--- src/pkg/cocr_pkg.sv ---
// constants for the converter output configuration register bank
package cocr_pkg;
  // ----------------------------------------------------------------
  // frame layout
  // ----------------------------------------------------------------
  localparam int FRAME_BITS = 32;
  localparam int HDR_BITS = 12;
  localparam int ADDR_BITS = 4;
  localparam int DATA_BITS = 16;
  localparam logic [11:0] FRAME_HEADER = 12'h001;
  // ----------------------------------------------------------------
  // register addresses and reset values
  // ----------------------------------------------------------------
  localparam logic [3:0] ADDR_OUTPUT_CLOCKING_CONFIG = 4'h1;
  localparam logic [3:0] ADDR_FIRST_CHANNEL_OFFSET = 4'h2;
  localparam logic [15:0] RST_OUTPUT_CLOCKING_CONFIG = 16'hB2FF;
  localparam logic [15:0] RST_FIRST_CHANNEL_OFFSET = 16'h007F;
  // ----------------------------------------------------------------
  // field positions
  // ----------------------------------------------------------------
  localparam int POS_DUTY_FIX_ENABLE = 12;
  localparam int POS_DOUBLE_RATE_EDGE_PHASE = 11;
  localparam int POS_SINGLE_RATE_SELECT = 10;
  localparam int POS_OUTPUT_SWING_SELECT = 9;
  localparam int POS_LAUNCH_EDGE = 8;
  localparam int POS_OFFSET_MAG_HI = 15;
  localparam int POS_OFFSET_MAG_LO = 8;
  localparam int POS_OFFSET_SIGN = 7;
endpackage : cocr_pkg

--- src/rtl/cocr_regs.sv ---
// serial write port and output clocking configuration registers
`timescale 1ns/100ps
// Overview of operation
// - The bank holds write-only control registers whose contents act only in extended mode.
// - In normal mode the register values are ignored; the pins steer swing and launch edge, the other outputs are fixed.
// - Reset loads 0xB2FF into the clocking configuration and 0x007F into the offset register.
// - Configuration bit 12 turns on duty-cycle stabilisation of the sample clock.
// - Configuration bit 11 sets the double-rate clock phase and matters only in double rate.
// - Configuration bit 10 at 0 gives double rate, at 1 single rate on the chosen edge.
// - Configuration bit 9 picks the output swing, 1 standard and 0 reduced.
// - Configuration bit 8 picks the single-rate launch edge, 1 rising and 0 falling.
// - Offset bits 15:8 hold the magnitude and bit 7 the sign, negative when set.
// - Serial bits are taken on the rising serial clock edge with no minimum rate.
// - Each access is 32 bits, MSB first: 12-bit header, 4-bit address, 16 data bits.
// - Address 1h writes the configuration register and 2h the offset register.
module cocr_regs
  import cocr_pkg::*;
(
  input wire logic mclk_i,
  input wire logic resetn_i,
  input wire logic ext_mode_i,
  input wire logic serial_clk_i,
  input wire logic serial_shift_in_i,
  input wire logic serial_select_n_i,
  input wire logic launch_edge_pin_i,
  input wire logic swing_select_pin_i,
  output logic duty_fix_enable_o,
  output logic double_rate_edge_phase_o,
  output logic single_rate_select_o,
  output logic output_swing_select_o,
  output logic launch_edge_o,
  output logic [7:0] offset_magnitude_o,
  output logic offset_negative_o,
  output logic write_done_o
);
  // ----------------------------------------------------------------
  // input synchronisers
  // ----------------------------------------------------------------
  logic sclk_s;
  logic serial_shift_in_s;
  logic sel_n_s;
  logic ext_s;
  logic edge_pin_s;
  logic swing_pin_s;

  cocr_sync2 #(.RST_VAL(1'b0)) u_sync_sclk (
    .mclk_i(mclk_i), .resetn_i(resetn_i), .async_i(serial_clk_i), .sync_o(sclk_s));
  cocr_sync2 #(.RST_VAL(1'b0)) u_sync_serial_shift_in (
    .mclk_i(mclk_i), .resetn_i(resetn_i), .async_i(serial_shift_in_i), .sync_o(serial_shift_in_s));
  cocr_sync2 #(.RST_VAL(1'b1)) u_sync_sel (
    .mclk_i(mclk_i), .resetn_i(resetn_i), .async_i(serial_select_n_i), .sync_o(sel_n_s));
  cocr_sync2 #(.RST_VAL(1'b0)) u_sync_ext (
    .mclk_i(mclk_i), .resetn_i(resetn_i), .async_i(ext_mode_i), .sync_o(ext_s));
  cocr_sync2 #(.RST_VAL(1'b0)) u_sync_edge (
    .mclk_i(mclk_i), .resetn_i(resetn_i), .async_i(launch_edge_pin_i), .sync_o(edge_pin_s));
  cocr_sync2 #(.RST_VAL(1'b1)) u_sync_swing (
    .mclk_i(mclk_i), .resetn_i(resetn_i), .async_i(swing_select_pin_i), .sync_o(swing_pin_s));

  // ----------------------------------------------------------------
  // frame shifter
  // ----------------------------------------------------------------
  logic sclk_d_ff;
  logic [30:0] shift_ff;
  logic [30:0] nxt_shift;
  logic [4:0] count_ff;
  logic [4:0] nxt_count;
  logic [15:0] cfg_ff;
  logic [15:0] nxt_cfg;
  logic [15:0] ofs_ff;
  logic [15:0] nxt_ofs;
  logic done_ff;
  logic nxt_done;
  logic sclk_rise;
  logic [31:0] frame;
  // count value while the last bit of a frame is being taken
  localparam logic [4:0] LAST_BIT = 5'(FRAME_BITS - 1);

  // the incoming bit is appended combinationally so the 32nd bit needs no extra stage
  assign sclk_rise = sclk_s & ~sclk_d_ff;
  assign frame = {shift_ff, serial_shift_in_s};

  // layout guard: the 5-bit counter and 31-bit shifter serve a 32-bit frame only
  if (FRAME_BITS != 32 || HDR_BITS + ADDR_BITS + DATA_BITS != FRAME_BITS) begin : g_bad_layout
    $error("frame layout does not fit the shifter");
  end

  // shift and count on each rising serial edge, commit on the 32nd
  always_comb begin
    nxt_shift = shift_ff;
    nxt_count = count_ff;
    nxt_cfg = cfg_ff;
    nxt_ofs = ofs_ff;
    nxt_done = 1'b0;
    if (sel_n_s || !ext_s) begin
      // deselect or normal mode aborts any partial frame
      nxt_count = 5'h00;
    end else if (sclk_rise) begin
      nxt_shift = frame[30:0];
      nxt_count = count_ff + 5'h01;
      if (count_ff == LAST_BIT && frame[31:20] == FRAME_HEADER) begin
        nxt_done = 1'b1;
        if (frame[19:16] == ADDR_OUTPUT_CLOCKING_CONFIG) begin
          nxt_cfg = frame[15:0];
        end else if (frame[19:16] == ADDR_FIRST_CHANNEL_OFFSET) begin
          nxt_ofs = frame[15:0];
        end
      end
    end
  end

  always_ff @(posedge mclk_i or negedge resetn_i) begin
    if (!resetn_i) begin
      sclk_d_ff <= 1'b0;
      shift_ff <= 31'h0;
      count_ff <= 5'h00;
      cfg_ff <= RST_OUTPUT_CLOCKING_CONFIG;
      ofs_ff <= RST_FIRST_CHANNEL_OFFSET;
      done_ff <= 1'b0;
    end else begin
      sclk_d_ff <= sclk_s;
      shift_ff <= nxt_shift;
      count_ff <= nxt_count;
      cfg_ff <= nxt_cfg;
      ofs_ff <= nxt_ofs;
      done_ff <= nxt_done;
    end
  end

  // ----------------------------------------------------------------
  // control outputs
  // ----------------------------------------------------------------
  // bit 4 stabiliser, 3 phase, 2 rate, 1 swing, 0 launch edge
  logic [4:0] out_ff;
  logic [4:0] nxt_out;

  // normal mode uses pins; pins give double rate, stabiliser on, zero offset
  always_comb begin
    nxt_out = {1'b1, 1'b0, 1'b0, swing_pin_s, edge_pin_s};
    if (ext_s) begin
      nxt_out[4] = cfg_ff[POS_DUTY_FIX_ENABLE]; // stabiliser
      nxt_out[3] = cfg_ff[POS_DOUBLE_RATE_EDGE_PHASE]; // phase
      nxt_out[2] = cfg_ff[POS_SINGLE_RATE_SELECT]; // rate
      nxt_out[1] = cfg_ff[POS_OUTPUT_SWING_SELECT]; // swing
      nxt_out[0] = cfg_ff[POS_LAUNCH_EDGE]; // launch edge
    end
  end

  logic [7:0] mag_ff;
  logic sign_ff;
  logic [7:0] nxt_mag;
  logic nxt_sign;

  // offset fields, zero in normal mode
  always_comb begin
    nxt_mag = 8'h00;
    nxt_sign = 1'b0;
    if (ext_s) begin
      nxt_mag = ofs_ff[POS_OFFSET_MAG_HI:POS_OFFSET_MAG_LO];
      nxt_sign = ofs_ff[POS_OFFSET_SIGN];
    end
  end

  // output registers
  always_ff @(posedge mclk_i or negedge resetn_i) begin
    if (!resetn_i) begin
      // reset shows the register defaults, so extended mode starts clean
      out_ff <= RST_OUTPUT_CLOCKING_CONFIG[POS_DUTY_FIX_ENABLE:POS_LAUNCH_EDGE];
      mag_ff <= 8'h00;
      sign_ff <= 1'b0;
    end else begin
      out_ff <= nxt_out;
      mag_ff <= nxt_mag;
      sign_ff <= nxt_sign;
    end
  end

  assign duty_fix_enable_o = out_ff[4];
  assign double_rate_edge_phase_o = out_ff[3];
  assign single_rate_select_o = out_ff[2];
  assign output_swing_select_o = out_ff[1];
  assign launch_edge_o = out_ff[0];
  assign offset_magnitude_o = mag_ff;
  assign offset_negative_o = sign_ff;
  assign write_done_o = done_ff;
endmodule // cocr_regs

--- src/rtl/cocr_sync2.sv ---
// two flip-flop synchroniser for a level from outside the clock domain
`timescale 1ns/100ps
module cocr_sync2 #(
  parameter logic RST_VAL = 1'b0
) (
  input wire logic mclk_i,
  input wire logic resetn_i,
  input wire logic async_i,
  output logic sync_o
);
  logic meta_ff;
  logic sync_ff;

  // first stage feeds only the second
  always_ff @(posedge mclk_i or negedge resetn_i) begin
    if (!resetn_i) begin
      meta_ff <= RST_VAL;
      sync_ff <= RST_VAL;
    end else begin
      meta_ff <= async_i;
      sync_ff <= meta_ff;
    end
  end

  assign sync_o = sync_ff;
endmodule // cocr_sync2

--- config.mk ---
export PLATFORM = sky130hd
export DESIGN_NAME = cocr_regs
export DESIGN_NICKNAME = d
export VERILOG_FILES = /design/src/pkg/cocr_pkg.sv /design/src/rtl/cocr_regs.sv /design/src/rtl/cocr_sync2.sv
export SDC_FILE = /design/constraint.sdc
export NUM_CORES = 1
export LEC_CHECK = 0
export BUFFER_PORTS_ARGS = -buffer_cell sky130_fd_sc_hd__buf_4
export CORE_MARGIN = 10
export CORE_UTILIZATION = 40
export DETAILED_ROUTE_END_ITERATION = 6
export PLACE_DENSITY_LB_ADDON = 0.05
export SYNTH_ARGS = -nofsm -noshare
export SYNTH_HDL_FRONTEND = slang
export SYNTH_SLANG_ARGS = --single-unit
--- constraint.sdc ---
create_clock -name mclk_i -period 2.3 [get_ports mclk_i]
set_clock_uncertainty 0.05 [all_clocks]
set_input_delay 0.23 -clock mclk_i [delete_from_list [all_inputs] [get_ports mclk_i]]
set_output_delay 0.23 -clock mclk_i [all_outputs]
set_load 0.01 [all_outputs]
**Yosys cells after proc, flatten, opt, wreduce, memory -nomap -nowiden**

Cells that the tools add are included.

- Output and inout bits: 15
- Register bits: 93
- Input port bits: 8
- Word-level logic and storage cells: 45

- Reduce and logical (&&, ||, !) cells: 7
- Add/subtract/negate cells: 1
- Muxes and demuxes: 8
- Bitwise logic cells: 4
- Equality and inequality tests: 4

Operators by type and width:

| operator | number |
|---|---|
| $mux W5 | 3 |
| $eq A12 B1 Y1 const B | 1 |
| $mux W8 | 1 |
| $add A5 B1 Y5 const B | 1 |
| $eq A5 B5 Y1 const B | 1 |
| $reduce_and A5 Y1 | 1 |
| $eq A4 B1 Y1 const B | 1 |
| $eq A4 B2 Y1 const B | 1 |
| $mux W1 | 4 |
| $reduce_and A4 Y1 | 1 |
| $not A1 Y1 | 3 |
| $reduce_and A2 Y1 | 1 |
| $reduce_bool A2 Y1 | 1 |
| $and A1 B1 Y1 | 1 |
| $logic_and A1 B1 Y1 | 1 |
| $logic_not A1 Y1 | 1 |
| $logic_or A1 B1 Y1 | 1 |

**Logic depth before layout (Yosys ltp)**

- Depth after elaboration: 5
- Gate-level depth with buffers: 7
- Depth with buffers taken out: 7

**By module**

A second synthesis with hierarchy kept.

- Cells, all modules: 174
- Area total of the unflattened synthesis: 2845.2 um^2

By module, submodules not included:

| module | cells an instance | sequential area each (um^2) | times used | area an instance (um^2) |
|---|---|---|---|---|
| cocr_regs | 162 | 1656.6 | 1 | 2539.9 |
| cocr_sync2 (u_sync_edge ...) | 2 | 50.0 | 4 | 50.0 |
| cocr_sync2 (u_sync_sel ...) | 2 | 52.6 | 2 | 52.6 |

**Worst setup path before layout**

No wires, ideal clock.

- Path kind: register to register
- Start: register count_ff[0]
- End: register ofs_ff[10]
- Stages on the path, launching flop included: 8
- Data arrival time: 1918 ps
- Data required time: 2125 ps
- Setup slack: 207 ps
- Buffers on the path: 0
- Path through: dfrtp_1 ha_1 and3_1 ha_1 nor4b_2 nand4_4 nor3_4 mux2_2

- Longest elaborated chain between the ends: 3

RTL lines:

| item | RTL line | source |
|---|---|---|
| start: declaration | cocr_regs.sv:65 | `logic [4:0] count_ff;` |
| start signal: assignment | cocr_regs.sv:122 | `count_ff <= nxt_count;` |
| $eq A5 B5 Y1 | cocr_regs.sv:100 | `if (count_ff == LAST_BIT && frame[31:20] == FRAME_HEADER) begin` |
| $logic_and A1 B1 Y1 | cocr_regs.sv:100 |  |
| $reduce_and A5 Y1 (no source line) | -- |  |
| end signal: assignment | cocr_regs.sv:124 | `ofs_ff <= nxt_ofs;` |
| end: declaration | cocr_regs.sv:69 | `logic [15:0] ofs_ff;` |

No other way between the ends.
A chain may end at the register's enable or synchronous reset.

**Worst setup path after layout**

- Start: register count_ff[1]
- End: register ofs_ff[10]

Same word-level chain as after synthesis.

==> results.py <==
metrics = {
    "run_status": {
        "violations": "hold timing",
        "status": "complete, but fails checks",
    },
    "worst_setup_path": {
        "crit_path_end_kind": "flip-flop",
        "crit_required_ps": 2470,
        "critPathSlowestCell": "dfrtp_1",
        "crit_path_start_kind": "flip-flop",
        "rrSetupSlack_ps": 210,
        "path_cells": "ha_1 > and3_1 > ha_1 > nor4b_4 > nand4_4 > nor3_4 > buf_12 > mux2_2",
        "critPathMaxStageDelay_ps": 380,
        "crit_top_cell": "ha_1",
        "arrival_ps": 2260,
        "crit_fanout": 9,
        "critPathKind": "flip-flop to flip-flop",
    },
    "drt": {
        "drtPass1Iterations": 2,
        "vias_per_cell": 4.53,
        "drc": 0,
        "antenna_violating_nets_post_route": 0,
        "wl_mm": 4.26,
        "num_vias": 1412,
        "wl_per_cell_um": 13.6,
        "dr.first_iter.drc_count": 43,
    },
    "power": {
        "fin_total_pwr_uw": 2760,
        "peakVddDrop_v": 0.000283,
        "internal-power_uw": 2200,
        "p_seq_share_pct": 52.2,
        "p_leak_uw": 0.00168,
        "p_switching_uw": 562,
        "clkPwrFrac_pct": 44.1,
        "combPwrFrac_pct": 3.7,
        "swShare_pct": 20.4,
        "power.density_nw_per_um2": 799,
    },
    "final_layout": {
        "utilization_pct": 50.6,
        "drive_above_1_share_pct": 47.7,
        "fin_nets": 221,
        "ff_latch_area_um2": 1960,
        "syn_to_final_growth_pct": 22.2,
        "final.fill_count": 599,
        "multiInputGateArea_um2": 855,
        "n_antenna_cell": 0,
    },
    "sta": {
        "min_period_ps": 2090,
        "hold_viol_final": 20,
        "setup_violations": 0,
        "drv_slew": 0,
        "tns_ps": 0,
        "fmax_ghz": 0.479,
        "rsz0062_at_grt": "no",
        "fin_crit_sh_pct": 90.8,
        "worstMarginPinSlew_ps": 931,
        "maxSlewHeadroom_pct": 38.0,
        "setup_ws_ps": 212,
        "holdWs_ps": -23.2,
    },
    "synthesis": {
        "ys.flop_type": "dfrtp_1",
        "synth_edf_count": 0,
        "yosys.cell_types.count": 24,
        "synthDominantAreaCellType": "dfrtp_1",
        "synthTopCellsByCount": "70 x dfrtp_1, 47 x mux2_2, 11 x and2_1, 9 x nor2_1, 8 x dfstp_2",
        "synth_seq_cells": 78,
        "synthTopCellsByArea": "dfrtp_1 62%, mux2_2 19%, dfstp_2 7.4%",
        "yosysWarnings": 0,
        "yosysSeqAreaShare_pct": 69.3,
        "synth_area_um2": 2830,
        "yosysMostFrequentCell": "dfrtp_1",
        "netlist_instances": 173,
        "synth_top_area_share_pct": 61.9,
        "postSynthAreaPerCell_um2": 16.4,
        "async_reset_ff_share_pct": 100,
        "syn-num-nets": 183,
    },
    "placement": {
        "post-place-ws_ps": 137,
        "dp_hpwl_mm": 2.75,
        "place_congestion": 0.723,
        "place.port_buffers": 22,
    },
    "clocking": {
        "cts.sinks": 78,
        "cts_root_buf": "clkbuf_8",
        "cts_max_path_buffers": 2,
        "cts_tree": "built",
        "clk_pin_slew_ps": 80,
        "cts_inserted_buffers": 9,
        "h-tree-depth": 3,
        "clock_latency_ps": 340,
    },
    "min_path": {
        "hold_class": "primary input to asynchronous set/reset pin",
    },
    "floorplan": {
        "die_w_um": 104,
        "rows": 30,
        "ios": 23,
        "die_h_um": 104,
        "start_util_pct": 41.4,
        "core_um2": 6830,
        "die_area_um2": 10800,
    },
    "global_route": {
        "grt_pass1_wl_mm": 7.60,
        "grtUsageTotal_pct": 8.48,
        "grt.overflow.total": 0,
        "antenna_found_initial": 0,
        "grt_max_degree": 79,
        "grt_pass1_vias": 1601,
    },
    "job": {
        "cap_viol_max_count": 0,
    },
}
-- layer usage --
| metal | routed length (um) | track usage, % |
|---|---|---|
| met1 | 1910 | 10.4 |
| met5 | 0 | 0 |
| met4 | 69 | 4.97 |
| met2 | 2090 | 12.6 |
| met3 | 192 | 2.91 |
-- through the flow --
stage          instances  area [um^2]
2_1_floorplan        173         2830
3_3_place_gp         289         3130
6_report             312         3460
5_1_grt              312         3460
3_5_place_dp         289         3130
4_1_cts              311         3430
-- power groups by stage --
stage	logic, uW	clock network, uW	registers, uW
6_report	103	1220	1440
5_1_grt	118	1320	1450
4_1_cts	107	1260	1440
3_5_place_dp	98.2	0	1470
3_3_place_gp	94.9	0	1470
2_1_floorplan	49.1	0	1460
-- critical path: cells and delay by family, from the launching register on --
family	cells	cell delay, ps
buf+inv	1	150
simple gates	4	770
fa+ha+maj	2	300
flops	1	380
mux	1	330
-- layout by cell type, fill, tap and decap left out, types with 2 or more instances in the layout --
master,Yosys,layout
and2_1,11,11
buf_4,0,26
bufinv_16,0,3
clkbuf_8,0,9
clkinv_4,0,2
dfrtp_1,70,70
dfstp_2,8,8
dlygate4sd3_1,0,6
ha_1,2,2
mux2_2,47,47
mux2i_1,2,2
nand2_1,2,2
nand3b_1,2,2
nor2_1,9,9
nor3_4,1,2
xor2_1,2,2
-- repair_timing --
action,in CTS,in global routing
endpoints found under the setup margin,0,14
buffers inserted,0,1
hold endpoints to repair,6,0
resized for setup,0,2
hold buffers,6,0
-- sequential cells by signal (all words and copies together) (netlist names) --
register and flops:
shift_ff 31, ofs_ff 9, offset_magnitude_o 8, cfg_ff 5, count_ff 5, out_ff 5, offset_negative_o 1, sclk_d_ff 1
u_sync_edge.meta_ff 1, u_sync_edge.sync_o 1, u_sync_ext.meta_ff 1, u_sync_ext.sync_o 1, u_sync_sclk.meta_ff 1, u_sync_sclk.sync_o 1, u_sync_sel.meta_ff 1, u_sync_sel.sync_o 1
u_sync_serial_shift_in.meta_ff 1, u_sync_serial_shift_in.sync_o 1, u_sync_swing.meta_ff 1, u_sync_swing.sync_o 1, write_done_o 1
-- final cells by class --
| class | instances | area share, % |
|---|---|---|
| sequential | 78 | 56.7 |
| multi-input combinational | 89 | 24.7 |
| timing repair buffer | 33 | 7.96 |
| clock buffer | 9 | 3.58 |
| clock inverter | 7 | 3.51 |
| tap | 96 | 3.47 |
-- final timing paths --
check                                                from                             to  cells past startpoint
setup / recovery                              count_ff[1]                     ofs_ff[10]                      8
hold / removal                                   resetn_i          offset_magnitude_o[7]                      1
setup reg to reg                              count_ff[1]                     ofs_ff[10]                      8
hold reg to reg            u_sync_serial_shift_in.meta_ff  u_sync_serial_shift_in.sync_o                      0
max in group asynchronous                        resetn_i                   shift_ff[25]                      1
min in group mclk_i        u_sync_serial_shift_in.meta_ff  u_sync_serial_shift_in.sync_o                      0
-- logic make-up after synthesis --
kind of cell               count (synthesis)  share of synthesized area [%]
and+or+nand+nor                           35                           8.45
buffers and inverters                      6                          0.973
xor gates and xnor gates                   3                          0.929
DFF                                       78                           69.3
muxes                                     49                           19.4
adders and majority gates                  2                          0.884
No activity file was read; power rests on OpenSTA's default activity.
